==> config.mk <==
export PLATFORM = sky130hd
export DESIGN_NAME = rx_packet_sync_filter
export DESIGN_NICKNAME = d
export VERILOG_FILES = /design/src/design/rx_frame_pkg.sv /design/src/design/sync_gate_if.sv /design/src/design/rx_packet_sync_filter.sv /design/src/design/sync_hunter.sv
export VERILOG_INCLUDE_DIRS = /design/src /design/src/design
export SDC_FILE = /design/constraint.sdc
export NUM_CORES = 1
export LEC_CHECK = 0
export BUFFER_PORTS_ARGS = -buffer_cell sky130_fd_sc_hd__buf_2
export CAP_MARGIN = 20
export CORE_MARGIN = 5
export CORE_UTILIZATION = 60
export CTS_CLUSTER_DIAMETER = 100
export CTS_CLUSTER_SIZE = 20
export DETAILED_ROUTE_END_ITERATION = 16
export PLACE_DENSITY = 0.82
export SLEW_MARGIN = 20
export SYNTH_ARGS = -nofsm -noshare
export SYNTH_HDL_FRONTEND = slang
export SYNTH_SLANG_ARGS = --single-unit
==> constraint.sdc <==
create_clock -name i_clock -period 4.8 [get_ports i_clock]
set_clock_uncertainty 0.1 [all_clocks]
set_input_delay 0.48 -clock i_clock [delete_from_list [all_inputs] [get_ports i_clock]]
set_output_delay 0.48 -clock i_clock [all_outputs]
set_load 0.03 [all_outputs]
==> src/design/rx_frame_regs.svh <==
`ifndef RX_FRAME_REGS_SVH
`define RX_FRAME_REGS_SVH

// Register offsets
`define OFS_SYNC_HIGH    6'h04
`define OFS_SYNC_LOW     6'h05
`define OFS_LIMIT        6'h06
`define OFS_CTRL         6'h07
`define OFS_LEN_CTRL     6'h08
`define OFS_DEV_ADDR     6'h09

// Reset values
`define RST_SYNC_HIGH    8'hd3
`define RST_SYNC_LOW     8'h91
`define RST_LIMIT        8'hff
`define RST_CTRL         8'h04
`define RST_LEN_CTRL     8'h45
`define RST_DEV_ADDR     8'h00

// Writable bits; the rest read as zero
`define WMASK_CTRL       8'hef
`define WMASK_LEN_CTRL   8'h77

// Field positions
`define THRESH_MSB       7
`define THRESH_LSB       5
`define FLUSH_BIT        3
`define APPEND_BIT       2
`define AFM_MSB          1
`define AFM_LSB          0
`define CRC_EN_BIT       2
`define LEN_MSB          1
`define LEN_LSB          0

// Preamble quality arithmetic
`define PQ_UP            6'h01
`define PQ_DOWN          6'h08
`define PQ_MAX           6'h3f
`define THRESH_SCALE_SHIFT 2

// Framing constants
`define BCAST_ZERO       8'h00
`define BCAST_ONES       8'hff
`define BYTE_LAST        3'h7
`define COUNT_STEP       9'h001

`endif

==> src/design/rx_frame_pkg.sv <==
package rx_frame_pkg;
   typedef logic [7:0] byte_t;
   typedef logic [5:0] quality_t;
   typedef enum logic [1:0] {LEN_FIXED, LEN_VARIABLE, LEN_INFINITE, LEN_RESERVED} length_mode_t;
   typedef enum logic [1:0] {FILTER_NONE, FILTER_OWN, FILTER_OWN_ZERO, FILTER_OWN_BOTH}
      addr_filter_t;
   typedef enum logic [1:0] {HUNT, RECEIVE, STATUS_RSSI, STATUS_LQI} frame_state_t;
endpackage

==> src/design/sync_gate_if.sv <==
`timescale 1ns/1ps
interface sync_gate_if;
   logic        bit_valid;
   logic        bit_value;
   logic [15:0] pattern;
   logic [2:0]  threshold;
   logic        detect;
   logic [5:0]  quality;
   modport hunter (
      input  bit_valid, bit_value, pattern, threshold,
      output detect, quality
   );
   modport framer (
      output bit_valid, bit_value, pattern, threshold,
      input  detect, quality
   );
endinterface

==> src/design/rx_packet_sync_filter.sv <==
`timescale 1ns/1ps
`include "rx_frame_regs.svh"
// How it works
// - High sync byte gives bits 15:8, reset d3
// - Low sync byte gives bits 7:0, reset 91
// - Fixed mode: packet is exactly limit bytes
// - Variable mode: longer than limit is dropped
// - Quality counter plus one on toggled bit
// - Quality counter minus eight on repeated bit
// - Sync allowed once quality reaches four times threshold
// - Zero threshold accepts sync unconditionally
// - Flush FIFO on failed check when enabled
// - Append two status bytes when enabled
// - Status bytes carry strength, quality, check pass
// - Filter mode selects own, zero, ones addresses
// - Own address register resets zero; broadcast 00/ff
// - Length mode: fixed, variable, infinite, reserved
module rx_packet_sync_filter (
   // Clock and reset
   input  wire logic               i_clock,
   input  wire logic               i_resetn,
   // Register port
   input  wire logic [5:0]         i_reg_addr,
   input  wire logic               i_reg_write,
   input  wire rx_frame_pkg::byte_t i_reg_wdata,
   output      rx_frame_pkg::byte_t o_reg_rdata,
   // Demodulated bit stream
   input  wire logic               i_rx_enable,
   input  wire logic               i_bit_valid,
   input  wire logic               i_bit,
   // Link information for status bytes
   input  wire rx_frame_pkg::byte_t i_rssi,
   input  wire logic [6:0]         i_lqi,
   input  wire logic               i_crc_ok,
   // Receive FIFO side
   output      logic               o_fifo_write,
   output      rx_frame_pkg::byte_t o_fifo_data,
   output      logic               o_fifo_flush,
   // Events
   output      logic               o_sync_found,
   output      logic               o_packet_done
);
   import rx_frame_pkg::*;

   byte_t        sync_high_reg;
   byte_t        sync_low_reg;
   byte_t        limit_reg;
   byte_t        ctrl_reg;
   byte_t        len_ctrl_reg;
   byte_t        dev_addr_reg;
   frame_state_t state_reg;
   frame_state_t state_next;
   byte_t        shift_reg;
   logic [2:0]   bit_cnt_reg;
   logic [8:0]   count_reg;
   byte_t        len_reg;
   logic         crc_pass_reg;

   function automatic byte_t masked_write(input byte_t old, input byte_t val, input byte_t mask);
      masked_write = (old & ~mask) | (val & mask);
   endfunction

   function automatic logic addr_ok(input addr_filter_t mode, input byte_t rx, input byte_t own);
      case (mode)
         FILTER_NONE:     addr_ok = 1'b1;
         FILTER_OWN:      addr_ok = rx == own;
         FILTER_OWN_ZERO: addr_ok = rx == own || rx == `BCAST_ZERO;
         FILTER_OWN_BOTH: addr_ok = rx == own || rx == `BCAST_ZERO || rx == `BCAST_ONES;
         default:         addr_ok = 1'b0;
      endcase
   endfunction

   sync_gate_if gate ();
   sync_hunter u_hunter (
      .i_clock  (i_clock),
      .i_resetn (i_resetn),
      .gate     (gate.hunter)
   );

   // Register decode
   wire sel_high  = i_reg_write && i_reg_addr == `OFS_SYNC_HIGH;
   wire sel_low   = i_reg_write && i_reg_addr == `OFS_SYNC_LOW;
   wire sel_limit = i_reg_write && i_reg_addr == `OFS_LIMIT;
   wire sel_ctrl  = i_reg_write && i_reg_addr == `OFS_CTRL;
   wire sel_lenc  = i_reg_write && i_reg_addr == `OFS_LEN_CTRL;
   wire sel_dev   = i_reg_write && i_reg_addr == `OFS_DEV_ADDR;
   // Unmapped offsets read zero
   wire byte_t rdata_next =
      (i_reg_addr == `OFS_SYNC_HIGH) ? sync_high_reg :
      (i_reg_addr == `OFS_SYNC_LOW)  ? sync_low_reg  :
      (i_reg_addr == `OFS_LIMIT)     ? limit_reg     :
      (i_reg_addr == `OFS_CTRL)      ? ctrl_reg      :
      (i_reg_addr == `OFS_LEN_CTRL)  ? len_ctrl_reg  :
      (i_reg_addr == `OFS_DEV_ADDR)  ? dev_addr_reg  : '0;

   // Field decode
   wire               flush_on  = ctrl_reg[`FLUSH_BIT];
   wire               append_on = ctrl_reg[`APPEND_BIT];
   wire addr_filter_t afm       = addr_filter_t'(ctrl_reg[`AFM_MSB:`AFM_LSB]);
   wire length_mode_t len_mode  = length_mode_t'(len_ctrl_reg[`LEN_MSB:`LEN_LSB]);
   wire               crc_en    = len_ctrl_reg[`CRC_EN_BIT];
   wire               variable  = len_mode == LEN_VARIABLE;
   wire               infinite  = len_mode == LEN_INFINITE;

   assign gate.bit_valid = i_bit_valid && i_rx_enable;
   assign gate.bit_value = i_bit;
   assign gate.pattern   = {sync_high_reg, sync_low_reg};
   assign gate.threshold = ctrl_reg[`THRESH_MSB:`THRESH_LSB];

   // Byte assembly, most significant bit first
   wire        receiving  = state_reg == RECEIVE;
   wire        byte_done  = receiving && i_bit_valid && bit_cnt_reg == `BYTE_LAST;
   wire        accept     = byte_done && i_rx_enable;
   wire byte_t rx_byte    = {shift_reg[6:0], i_bit};
   wire [8:0]  count_next = count_reg + `COUNT_STEP;
   wire        sync_hit   = state_reg == HUNT && gate.detect;

   // Reserved length mode behaves as fixed
   wire        is_len_byte  = variable && count_reg == '0;
   wire [8:0]  addr_index   = variable ? `COUNT_STEP : '0;
   wire        is_addr_byte = afm != FILTER_NONE && count_reg == addr_index;
   wire        len_bad      = accept && is_len_byte && (rx_byte > limit_reg || rx_byte == '0);
   wire        addr_bad     = accept && is_addr_byte && !addr_ok(afm, rx_byte, dev_addr_reg);
   wire [8:0]  target       = variable ? {1'b0, len_reg} + `COUNT_STEP : {1'b0, limit_reg};
   wire        last_byte    = accept && !is_len_byte && !infinite && !addr_bad
                              && count_next == target;
   wire        crc_pass     = !crc_en || i_crc_ok;
   // Flush discards the whole FIFO, so the packet must fit in it
   wire        drop_crc     = last_byte && flush_on && !crc_pass;

   always_comb begin
      state_next = state_reg;
      case (state_reg)
         HUNT: begin
            if (sync_hit)
               state_next = RECEIVE;
         end
         RECEIVE: begin
            if (len_bad || addr_bad)
               state_next = HUNT;
            else if (last_byte)
               state_next = (append_on && !drop_crc) ? STATUS_RSSI : HUNT;
         end
         STATUS_RSSI: state_next = STATUS_LQI;
         STATUS_LQI:  state_next = HUNT;
         default:     state_next = HUNT;
      endcase
      if (!i_rx_enable)
         state_next = HUNT;
   end

   wire        in_status    = state_reg == STATUS_RSSI || state_reg == STATUS_LQI;
   wire        write_next   = (accept && !len_bad && !addr_bad && !drop_crc) || in_status;
   wire byte_t data_next    = (state_reg == STATUS_RSSI) ? i_rssi :
                              (state_reg == STATUS_LQI)  ? {crc_pass_reg, i_lqi} : rx_byte;
   wire        flush_next   = addr_bad || drop_crc;
   wire        done_next    = (last_byte && !drop_crc && !append_on) || state_reg == STATUS_LQI;

   always_ff @(posedge i_clock or negedge i_resetn) begin
      if (!i_resetn) begin
         sync_high_reg <= `RST_SYNC_HIGH;
         sync_low_reg  <= `RST_SYNC_LOW;
         limit_reg     <= `RST_LIMIT;
         ctrl_reg      <= `RST_CTRL;
         len_ctrl_reg  <= `RST_LEN_CTRL;
         dev_addr_reg  <= `RST_DEV_ADDR;
      end else begin
         if (sel_high)  sync_high_reg <= i_reg_wdata;
         if (sel_low)   sync_low_reg  <= i_reg_wdata;
         if (sel_limit) limit_reg     <= i_reg_wdata;
         if (sel_ctrl)  ctrl_reg      <= masked_write(ctrl_reg, i_reg_wdata, `WMASK_CTRL);
         if (sel_lenc)  len_ctrl_reg  <= masked_write(len_ctrl_reg, i_reg_wdata, `WMASK_LEN_CTRL);
         if (sel_dev)   dev_addr_reg  <= i_reg_wdata;
      end
   end

   always_ff @(posedge i_clock or negedge i_resetn) begin
      if (!i_resetn) begin
         state_reg    <= HUNT;
         shift_reg    <= '0;
         bit_cnt_reg  <= '0;
         count_reg    <= '0;
         len_reg      <= '0;
         crc_pass_reg <= 1'b0;
      end else begin
         state_reg <= state_next;
         if (sync_hit) begin
            bit_cnt_reg <= '0;
            count_reg   <= '0;
         end else if (receiving && i_bit_valid) begin
            shift_reg   <= rx_byte;
            bit_cnt_reg <= bit_cnt_reg + 3'h1;
         end
         if (accept)
            count_reg <= count_next;
         if (accept && is_len_byte)
            len_reg <= rx_byte;
         if (last_byte)
            crc_pass_reg <= crc_pass;
      end
   end

   always_ff @(posedge i_clock or negedge i_resetn) begin
      if (!i_resetn) begin
         o_reg_rdata   <= '0;
         o_fifo_write  <= 1'b0;
         o_fifo_data   <= '0;
         o_fifo_flush  <= 1'b0;
         o_sync_found  <= 1'b0;
         o_packet_done <= 1'b0;
      end else begin
         o_reg_rdata   <= rdata_next;
         o_fifo_write  <= write_next;
         o_fifo_data   <= data_next;
         o_fifo_flush  <= flush_next;
         o_sync_found  <= sync_hit;
         o_packet_done <= done_next;
      end
   end
endmodule

==> src/design/sync_hunter.sv <==
`timescale 1ns/1ps
`include "rx_frame_regs.svh"
module sync_hunter (
   // Clock and reset
   input  wire logic   i_clock,
   input  wire logic   i_resetn,
   // Bit stream and match result
   sync_gate_if.hunter gate
);
   import rx_frame_pkg::*;

   logic [15:0] window_reg;
   logic        prev_reg;
   quality_t    quality_reg;

   function automatic quality_t quality_step(input quality_t q, input logic toggled);
      if (toggled)
         quality_step = (q == `PQ_MAX) ? q : q + `PQ_UP;
      else
         quality_step = (q < `PQ_DOWN) ? '0 : q - `PQ_DOWN;
   endfunction

   wire [15:0] window_next = {window_reg[14:0], gate.bit_value};
   wire        toggled     = gate.bit_value != prev_reg;
   wire quality_t need     = quality_t'({3'h0, gate.threshold} << `THRESH_SCALE_SHIFT);
   // Zero threshold opens the gate unconditionally
   wire        gate_open   = (gate.threshold == '0) || (quality_reg >= need);
   assign gate.detect  = gate.bit_valid && (window_next == gate.pattern) && gate_open;
   assign gate.quality = quality_reg;

   always_ff @(posedge i_clock or negedge i_resetn) begin
      if (!i_resetn) begin
         window_reg  <= '0;
         prev_reg    <= 1'b0;
         quality_reg <= '0;
      end else if (gate.bit_valid) begin
         window_reg  <= window_next;
         prev_reg    <= gate.bit_value;
         quality_reg <= quality_step(quality_reg, toggled);
      end
   end
endmodule

==> results of run 1 <==
power by group through the flow:
| stage | Clock [mW] | Sequential, mW | Combinational, mW |
|---|---|---|---|
| CTS | 1.28 | 1.30 | 0.544 |
| floorplan | 0 | 1.27 | 0.400 |
| global route | 1.33 | 1.33 | 0.618 |
| finish | 1.26 | 1.31 | 0.540 |
| global placement | 0 | 1.31 | 0.507 |
| detailed placement | 0 | 1.32 | 0.534 |
synthesized netlist by cell type (2+ instances only):
cell type and number:
nand2_1 57, dfrtp_1 96, xnor2_1 22, nand4_1 8, mux2i_1 18, or4_1 2
dfstp_2 20, o31ai_1 7, a22oi_1 4, o21ai_0 39, nor2b_1 8, nor4_1 6
o22ai_1 4, nor3b_1 2, buf_1 3, o21a_1 3, a21oi_1 27, nor3_1 12
nor2_1 37, a31oi_1 3, a221oi_1 3, ha_1 20, inv_1 23, xor2_1 22
mux2_2 71, o211ai_1 2, clkbuf_1 19, nand3_1 18, and3_1 6, nand2b_1 4
worst max-delay path, cell delays in order (launching register included):
cell,delay (ns)
dfrtp_1,0.69
nor2b_1,0.39
nand4_1,0.63
nor3_1,0.81
inv_1,0.36
o21ai_0,0.27
nor2_1,0.06
a2bb2oi_1,0.15
metrics by stage:
stage / worst slack [ns] / hold WS (ns)
2_1_floorplan: 2.204 / 0.08441
3_5_place_dp: 1.328 / 0.4011
3_3_place_gp: 1.522 / 0.3939
6_report: 1.191 / 0.1656
4_1_cts: 1.277 / 0.1478
5_1_grt: 0.8248 / 0.1541
cells by family after synthesis:
kind of cell,count (synthesis)
xor+xnor,44
fa+ha+maj,20
mux,90
simple gates,169
buf+inv,45
flops,116
compound gates,106
layout make-up:
type	instances	area, um2	share of cell area (%)
clock buffers	20	445.4	6.182
clock inverters	12	152.6	2.118
inverters	23	86.33	1.198
multi-input cells	429	3113	43.20
flip-flops and latches	116	2928	40.63
well taps	136	170.2	2.362
repair buffers	59	310.3	4.306
placed cells by master (no fill, tap or decap), types with 16 or more instances in the layout:
cell	count
a21oi_1	27
buf_2	54
clkbuf_16	16
dfrtp_1	96
dfstp_2	20
ha_1	20
inv_1	23
mux2_2	71
mux2i_1	18
nand2_1	57
nand3_1	18
nor2_1	37
o21ai_0	39
xnor2_1	22
xor2_1	22
what timing repair did:
item / in CTS / in global routing
hold buffers: 1 / 0
endpoints found under the hold margin: 55 / 0
buffers inserted: 0 / 0
path summary, 6_finish.rpt:
kind,startpoint,end
worst max-delay path,state_reg[0]$_DFFE_PN0P_,o_fifo_write$_DFF_PN0_
worst min-delay path,i_lqi[1],o_fifo_data[1]$_DFF_PN0_
max in group asynchronous,i_resetn,u_hunter.window_reg[1]$_DFFE_PN0P_
worst max register to register,state_reg[0]$_DFFE_PN0P_,o_fifo_write$_DFF_PN0_
min in group asynchronous,i_resetn,count_reg[5]$_DFFE_PN0P_
worst min register to register,len_ctrl_reg[4]$_DFFE_PN0P_,len_ctrl_reg[4]$_DFFE_PN0P_
per-layer routing:
metal / part of all wire [%] / wire (um)
met5: 0 / 0
met2: 50 / 7393
met4: 2.9 / 432
met3: 5.0 / 744
met1: 42 / 6322
==> reports/metrics.cfg, run 1 <==
[yosys]
yosys.area_share.simple_pct=13.08
synthCells=590
synth_fa_ha_area_share_pct=4.030
synth-edff-count=0
yosys-mux-area-fraction_pct=16.02
synth_xor_area_share_pct=6.206
synth-seq-cells=116
syn_area_um2=6210
ys_warn_count=0
synth_flop_cell=dfrtp_1
ys_seq_area_share_pct=47.15
async_flop_share_pct=100.0
synth_compound_area_share_pct=10.80
syn_nets=646
avgSynthCellArea_um2=10.52
netlist.top_cell.by_area=dfrtp_1
synth_top_family_by_area=multiplexers
ys_types=54
netlist.area_leader.share_pct=38.69
ys_top_cells_by_area=dfrtp_1 (39%), mux2_2 (13%), dfstp_2 (8.5%), ha_1 (4.0%), nand2_1 (3.4%)

[timing]
fin_setup_tns_ns=0
finalCritPeriodShare_pct=75.18
hold_violations=0
tightest_slew_ns=0.8126
timing.final.setup_violations=0
slew_violations=0
grt_setup_unrepaired=false
max-slew-margin-rel_pct=45.70
max_freq_mhz=277.1
fin_crit_ns=3.609

[worst_setup_path]
worstPathRequired_ns=5.09
critPathCaptureType=flop
reg2regPathDepth=7
reg2reg_slack_ns=1.19
cp-start-kind=flop
worstSetupPathType=reg -> reg
worstPathMaxFanout=17
arrival_ns=3.90

[power_and_ir_drop]
swShare_pct=28.44
switchingPower_uw=883.7
leakage_nw=3.342
p_int_mw=2.223
power.density_nw_per_um2=431.2
clockPowerShare_pct=40.5
ir_drop_v=0.0003307
p_total_mw=3.107
combPwrFrac_pct=17.4
power_frac_seq_pct=42.1

[run_status]
status=finished clean

[placement]
hpwl_mm=10.58
dp.cells=762
gp_congestion=0.8788
place_area_um2=6598
port_buffers=55

[route]
drtIter0Drc=410
num_vias=4737
routedWlPerCell_um=18.73
drc_errors=0
dr.pass1.iters=5
viasPerCell=5.958
wl_mm=14.89
final_antenna_net_count=0

[global_route]
gr-usage-met2_pct=42.13
grtUsageTotal_pct=25.42
antenna_found_initial=0
grt-busiest-layer=met2
use_met1_pct=31.88
grt_pass1_wl_mm=25.38
grt_max_degree=65
grt_overflow=0
grt_pass1_vias=5010
grtUsageMet3_pct=6.087

[floorplan]
core_area_um2=10230
die_area_um2=12480
pin_count=56
num_rows=37
start_util_pct=60.69
fp.dieH_um=111.7
die_w_um=111.7

[cells_and_area]
nNetsFinal=702
largest_register_ff_count=15
drive_gt1_share_pct=28.68
fin_util_pct=70.43
fillers=714
final_cells=795
design_area_um2=7206
syn_to_final_growth_pct=16.04
diodes=0

[cts]
cts_sinks=116
cts_tree=done
cts_resized=0
cts_made_buffers=17
cts_max_level=4
clockBufferDepth=2
insertion_delay_ns=0.52
cts.clk_slew.worst_paths_ns=0.05
cts-root-buf=clkbuf_8

[worst_hold_path]
holdPathStages=3
hold_path.class=in -> reg

[flow_run]
drv_cap=0

Note: power is estimated with default switching activity, not from simulation.
==> inputs of run 2 (changes only) <==
Settings changed: ABC_AREA set to 1, CORE_UTILIZATION 60 to 54, PLACE_DENSITY 0.82 to 0.78.
Clock period 4.8 ns to 3 ns, I/O delays scaled along.
==> run 2 against run 1 <==
  * Via count increased by 22%
  * Clock power grew 63%
  * Worst hold slack worse by 0.15 ns
  * Flip-flop and latch count is the same
  * Highest routed layer unchanged
  * Critical path type unchanged
==> reports/metrics.cfg, run 2 <==
[yosys]
ys_seq_area_share_pct=46.26  ; was 47.15%
yosys-top-cells-count=nand2_1 (264), inv_1 (103), dfrtp_1 (96)  ; was dfrtp_1 (96), mux2_2 (71), nand2_1 (57)
netlist.area_leader.share_pct=37.96  ; was 38.69%
synth-edff-count=0  ; unchanged
synthCells=835  ; was 590
syn_area_um2=6329  ; was 6210 um2
ys_types=36  ; was 54
ys_warn_count=0  ; unchanged
ys_top_cells_by_area=dfrtp_1 (38%), nand2_1 (16%), dfstp_2 (8.3%), o21ai_0 (6.5%), inv_1 (6.1%)  ; was dfrtp_1 (39%), mux2_2 (13%), dfstp_2 (8.5%), ha_1 (4.0%), nand2_1 (3.4%)
synth-seq-cells=116  ; unchanged
synth_flop_cell=dfrtp_1  ; unchanged
avgSynthCellArea_um2=7.579  ; was 10.52 um2
syn_nets=891  ; was 646
netlist.top_cell.by_area=dfrtp_1  ; unchanged
synth.most_common_cell=nand2_1  ; was dfrtp_1
async_flop_share_pct=100.0  ; unchanged

[placement]
dp_slack_ns=0.8730  ; was 1.328 ns
dp.cells=1022  ; was 762
hpwl_mm=12.07  ; was 10.58 mm
gp_congestion=0.9216  ; was 0.8788
port_buffers=55  ; unchanged

[run_status]
status=finished clean  ; unchanged

[cts]
cts_sinks=116  ; unchanged
insertion_delay_ns=0.42  ; was 0.52 ns
cts_resized=0  ; unchanged
clockBufferDepth=2  ; unchanged
cts_tree=done  ; unchanged
cts_made_buffers=17  ; unchanged
postCtsSetupRepairBufs=0  ; unchanged
cts_max_level=4  ; unchanged
cts-root-buf=clkbuf_16  ; was clkbuf_8
cts.clk_slew.worst_paths_ns=0.05  ; about the same

[power_and_ir_drop]
power_frac_seq_pct=39.0  ; was 42.1%
switchingPower_mw=1.735  ; was 883.7 uW
power.density_nw_per_um2=727.4  ; was 431.2 nW/um2
combPwrFrac_pct=22.9  ; was 17.4%
ir_drop_v=0.0005474  ; was 0.0003307 V
leakage_nw=3.642  ; was 3.342 nW
clockPowerShare_pct=38.1  ; was 40.5%
p_int_mw=3.648  ; was 2.223 mW
swShare_pct=32.24  ; was 28.44%

[worst_setup_path]
worstPathMaxFanout=12  ; was 17
worstSetupPathType=reg -> reg  ; unchanged
slowest_delay_ns=0.53  ; was 0.81 ns
arrival_ns=2.39  ; was 3.90 ns
path_cells=nor2_2 > nand2_1 > nor2_2 > inv_1 > nor3_1 > nand3_1 > nand3_1 > nor2_1 > a21oi_1 > nor2_1  ; was nor2b_1 > nand4_1 > nor3_1 > inv_1 > o21ai_0 > nor2_1 > a2bb2oi_1
critPathCaptureType=flop  ; unchanged
worstPathRequired_ns=3.21  ; was 5.09 ns
cp-start-kind=flop  ; unchanged
critPathSlowestCell=dfrtp_1  ; was nor3_1

[timing]
holdWs_ns=0.01311  ; was 0.1656 ns
fin_setup_tns_ns=0  ; unchanged
finalCritPeriodShare_pct=72.53  ; was 75.18%
fin_crit_ns=2.176  ; was 3.609 ns
grt_setup_unrepaired=false  ; unchanged
tightest_slew_ns=0.7041  ; was 0.8126 ns
timing.final.ws_setup_ns=0.8240  ; was 1.191 ns
hold_violations=0  ; unchanged
max-slew-margin-rel_pct=52.89  ; was 45.70%
max_freq_mhz=459.5  ; was 277.1 MHz
slew_violations=0  ; unchanged
timing.final.setup_violations=0  ; unchanged

[cells_and_area]
final_cells=1057  ; was 795
largest_register_ff_count=15  ; unchanged
nNetsFinal=957  ; was 702
final_common_cell=nand2_1  ; was dfrtp_1
final_cell_mix=nand2_1 (264), inv_1 (103), dfrtp_1 (96)  ; was dfrtp_1 (96), mux2_2 (71), nand2_1 (57)
diodes=0  ; unchanged
drive_gt1_share_pct=14.00  ; was 28.68%
syn_to_final_growth_pct=16.94  ; was 16.04%
fin_util_pct=64.54  ; was 70.43%

[route]
num_vias=5797  ; was 4,737
drc_errors=0  ; unchanged
wl_mm=16.31  ; was 14.89 mm
routedWlPerCell_um=15.43  ; was 18.73 um
final_antenna_net_count=0  ; unchanged
viasPerCell=5.484  ; was 5.958
drtIter0Drc=410  ; unchanged
dr.pass1.iters=5  ; unchanged

[global_route]
grt_max_degree=57  ; was 65
grt_pass1_wl_mm=26.80  ; was 25.38 mm
grt_overflow=0  ; unchanged
grtUsageTotal_pct=23.81  ; was 25.42%
grt_pass1_vias=5430  ; was 5,010
antenna_found_initial=0  ; unchanged

[flow_run]
drv_cap=0  ; unchanged

[floorplan]
num_rows=39  ; was 37
start_util_pct=55.19  ; was 60.69%
die_area_um2=13980  ; was 12,480 um2
core_area_um2=11470  ; was 10,230 um2
fp.dieH_um=118.3  ; was 111.7 um
pin_count=56  ; unchanged
die_w_um=118.3  ; was 111.7 um

[worst_hold_path]
hold_path.class=in -> reg  ; unchanged

-- run 2: changes by cell type after synthesis, moves of 18 or more --
cell     before  now
nor2_1       37   62
o21ai_0      39   82
inv_1        23  103
mux2i_1      18    0
nand2_1      57  264
nand3_1      18   59
mux2_2       71    0
-- run 2: timing repair --
| item | 4_1_cts | 5_1_grt |
|---|---|---|
| hold endpoints to repair | 29 | 0 |
| setup endpoints to repair | 0 | 0 |
| hold buffers | 3 | 0 |
-- run 2: cell families (layout without fill, tap and decap cells) --
| logic type | count (synthesis) | count (layout) | synth area share (%) |
|---|---|---|---|
| adders and majority gates | 20 | 20 | 3.954 |
| and+or+nand+nor | 431 | 431 | 28.61 |
| AOI/OAI and AO/OA | 127 | 127 | 11.09 |
| DFF | 116 | 116 | 46.26 |
| xor gates and xnor gates | 20 | 20 | 2.768 |
| buffers and inverters | 121 | 200 | 7.315 |
-- run 2: power groups by stage --
stage          clock network [mW]  logic (mW)  registers [mW]
2_1_floorplan                   0       0.906            2.06
3_3_place_gp                    0        1.19            2.11
3_5_place_dp                    0        1.23            2.12
4_1_cts                      2.06        1.24            2.10
5_1_grt                      2.14        1.43            2.14
6_report                     2.05        1.23            2.10
-- run 2: per-layer routing --
layer / global-route usage, % / part of all wire (%) / vias to the layer above
met5: 0 / 0 / -
met4: 10.39 / 2.8 / 0
met3: 5.253 / 6.7 / 37
met2: 37.38 / 47 / 209
li1: - / - / 2841
met1: 31.87 / 43 / 2710
-- run 2: layout make-up --
cell class / count / area [um2]
clock buffer: 24 / 511.7
clock inverter: 8 / 96.34
fill: 1009 / 4066
inverter: 106 / 397.9
multi-input combinational: 598 / 2938
sequential: 116 / 2928
tap: 143 / 178.9
timing repair buffer: 62 / 350.3
-- run 2: worst max-delay path, delay by kind of cell (launching register included) --
kind | cells | cell delay [ns]
flops | 1 | 0.53
buf+inv | 1 | 0.21
simple gates | 8 | 1.09
compound gates | 1 | 0.14
-- run 2: final timing paths --
path / startpoint / endpoint / slack [ns] / cells past startpoint
setup / recovery: state_reg[1]$_DFFE_PN0P_ / state_reg[1]$_DFFE_PN0P_ / 0.82 / 10
hold / removal: i_rssi[1] / o_fifo_data[1]$_DFF_PN0_ / 0.01 / 3
setup reg to reg: state_reg[1]$_DFFE_PN0P_ / state_reg[1]$_DFFE_PN0P_ / 0.82 / 10
hold reg to reg: len_ctrl_reg[2]$_DFFE_PN1P_ / len_ctrl_reg[2]$_DFFE_PN1P_ / 0.39 / 2
max in group asynchronous: i_resetn / ctrl_reg[2]$_DFFE_PN1P_ / 1.75 / 3
min in group asynchronous: i_resetn / o_reg_rdata[4]$_DFF_PN0_ / 0.25 / 2
-- run 2: through the flow --
step | power [mW] | cell area, um2
after floorplan | 2.968 | 6329
after global placement | 3.303 | 6763
after detailed placement | 3.342 | 6763
after CTS | 5.399 | 7401
after global routing | 5.704 | 7401
final | 5.383 | 7401
==> inputs of run 3 (changes only) <==
Clock period 3 ns to 1.85 ns, I/O delays scaled along.
==> run 3 against run 2 <==
  * The run now ends with negative setup slack left
  * Sequential share of layout area decreased by 5.9 points
  * Count of clock-buffer cells in the layout did not move
  * Critical path depth grew 1
  * Non-clock buffer count is 126 higher
  * Final cell count is 12% higher
  * Largest cell class unchanged
  * Critical endpoint unchanged
  * Clock power increased by 46%
  * Utilization grew 11 points
  * Power is 74% higher
  * Via count is 14% higher
  * Critical path type unchanged
  * Cell area rose by 18%
  * Combinational power grew 150%
==> reports/metrics.cfg, run 3 (synthesis results as in run 2) <==
[power_and_ir_drop]
power.density_nw_per_um2=1077  ; was 727.4 nW/um2
ir_drop_v=0.0009150  ; was 0.0005474 V
p_total_mw=9.383  ; was 5.383 mW
leakage_nw=4.265  ; was 3.642 nW

[global_route]
grt_pass1_vias=6369  ; was 5,430
antenna_found_initial=0  ; unchanged
grt_overflow=0  ; unchanged
grt_max_degree=42  ; was 57
grtUsageTotal_pct=28.35  ; was 23.81%
grt_pass1_wl_mm=31.26  ; was 26.80 mm

[route]
dr.pass1.iters=5  ; unchanged
final_antenna_net_count=0  ; unchanged
wl_mm=19.92  ; was 16.31 mm
drc_errors=0  ; unchanged
routedWlPerCell_um=16.84  ; was 15.43 um
num_vias=6584  ; was 5,797
viasPerCell=5.566  ; was 5.484
drtIter0Drc=752  ; was 410

[cells_and_area]
fillers=765  ; was 1,009
ff_latch_area_um2=2930  ; was 2928 um2
drive_gt1_share_pct=29.13  ; was 14.00%
diodes=0  ; unchanged
design_area_um2=8713  ; was 7401 um2
largest_register_ff_count=15  ; unchanged
fin_util_pct=75.98  ; was 64.54%
syn_to_final_growth_pct=37.68  ; was 16.94%
final_common_cell=nand2_1  ; unchanged
multi_input_area_um2=3296  ; was 2938 um2
nNetsFinal=1083  ; was 957
final_cell_mix=nand2_1 (256), buf_4 (106), inv_1 (94), dfrtp_1 (94), o21ai_0 (75)  ; was nand2_1 (264), inv_1 (103), dfrtp_1 (96)

[worst_setup_path]
arrival_ns=2.33  ; was 2.39 ns
reg2reg_from=len_ctrl_reg[0]$_DFFE_PN1P_  ; was state_reg[1]$_DFFE_PN0P_
critPathLaunch=len_ctrl_reg[0]$_DFFE_PN1P_  ; was state_reg[1]$_DFFE_PN0P_
worstSetupPathType=reg -> reg  ; unchanged
reg2reg_slack_ns=-0.27  ; was 0.82 ns
worstPathRequired_ns=2.06  ; was 3.21 ns
cpMostUsedCell=nand3_1
cp-start-kind=flop  ; unchanged
endpoint=state_reg[1]$_DFFE_PN0P_  ; unchanged
slowest_delay_ns=0.57  ; was 0.53 ns
critPathSlowestCell=dfstp_2  ; was dfrtp_1
reg2regPathDepth=11  ; was 10
path_cells=inv_2 > nor2_4 > nand3_1 > nand3_1 > nand3_1 > nor2_1 > nand2_1 > nor2_2 > nand4_1 > a21oi_1 > nor2_1  ; was nor2_2 > nand2_1 > nor2_2 > inv_1 > nor3_1 > nand3_1 > nand3_1 > nor2_1 > a21oi_1 > nor2_1
worstReg2RegEnd=state_reg[1]$_DFFE_PN0P_  ; unchanged
worstPathMaxFanout=6  ; was 12
critPathCaptureType=flop  ; unchanged

[floorplan]
num_rows=39  ; unchanged
core_area_um2=11470  ; unchanged
pin_count=56  ; unchanged
die_w_um=118.3  ; unchanged
die_area_um2=13980  ; unchanged
fp.dieH_um=118.3  ; unchanged
start_util_pct=55.19  ; unchanged

[timing]
slew_violations=0  ; unchanged
fin_crit_ns=2.116  ; was 2.176 ns
timing.final.setup_violations=6  ; was 0
max-slew-margin-rel_pct=58.26  ; was 52.89%
max_freq_mhz=472.5  ; was 459.5 MHz
grt_setup_unrepaired=true  ; was false
finalCritPeriodShare_pct=114.4  ; was 72.53%
timing.final.ws_setup_ns=-0.2662  ; was 0.8240 ns
tightest_slew_ns=0.6104  ; was 0.7041 ns
hold_violations=0  ; unchanged

[run_status]
status=finished, violations left  ; was finished clean
violations=negative setup slack

[worst_hold_path]
hold_path.class=in -> reg  ; unchanged
holdPathStages=3  ; unchanged

[placement]
port_buffers=55  ; unchanged
place_area_um2=7547  ; was 6763 um2
hpwl_mm=13.19  ; was 12.07 mm
gp_congestion=0.9552  ; was 0.9216

[flow_run]
drv_cap=0  ; unchanged

[cts]
cts_made_buffers=17  ; unchanged
cts.clk_slew.worst_paths_ns=0.05  ; about the same
clockBufferDepth=2  ; unchanged
cts_tree=done  ; unchanged
cts_sinks=116  ; unchanged
cts-root-buf=clkbuf_16  ; unchanged
cts_max_level=4  ; unchanged
insertion_delay_ns=0.43  ; was 0.42 ns

[run 3: through the flow]
stage	hold slack [ns]	setup TNS (ns)	std cells	worst slack, ns
2_1_floorplan	-0.2106	-0.01656	835	-0.01097
3_3_place_gp	0.005177	-1.171	1121	-0.1632
3_5_place_dp	0.007250	-1.918	1121	-0.1958
4_1_cts	0.005272	-0.5569	1179	-0.1720
5_1_grt	0.04404	-2.706	1183	-0.4248
6_report	0.01978	-1.260	1183	-0.2662
[run 3: cell type report]
| type | count | share of cell area [%] |
|---|---|---|
| repair buffers | 188 | 15.80 |
| clock inverters | 8 | 0.6031 |
| multi-input cells | 598 | 37.82 |
| inverters | 106 | 4.566 |
| clock buffers | 24 | 5.528 |
| well taps | 143 | 2.053 |
| flip-flops and latches | 116 | 33.63 |
[run 3: routing by layer]
metal	routed length, um	GRT usage (%)
met2	9646	45.75
met3	1685	7.068
met1	7541	34.91
met4	1043	15.56
met5	0	0
[run 3: report_power, final]
group          leakage (nW)  switching (mW)  internal (mW)
sequential             1.47           0.398           2.98
combinational          2.53            1.66           1.35
clock                 0.260            1.18           1.81
total                  4.27            3.25           6.14
[run 3: critical path: cells and delay by family, from the launching register on]
family | cells | cell delay, ns
compound gates | 1 | 0.17
buf+inv | 1 | 0.06
flops | 1 | 0.57
simple gates | 9 | 1.09
[run 3: timing repair]
action / in CTS / in global routing
resized for setup: 31 / 58
hold buffers: 18 / 0
setup buffers: 8 / 4
pin swaps: 21 / 22
endpoints found under the setup margin: 22 / 32
hold endpoints to repair: 113 / 0
[run 3: worst min path at each step]
stage / start / end
final: i_reg_wdata[4] / sync_low_reg[4]$_DFFE_PN1P_
after global routing: i_reg_wdata[4] / sync_high_reg[4]$_DFFE_PN1P_
after CTS: i_reg_wdata[4] / limit_reg[4]$_DFFE_PN1P_
after detailed placement: i_resetn / o_fifo_data[1]$_DFF_PN0_
after global placement: i_resetn / o_fifo_data[1]$_DFF_PN0_
after floorplan: i_resetn / bit_cnt_reg[0]$_DFFE_PN0P_
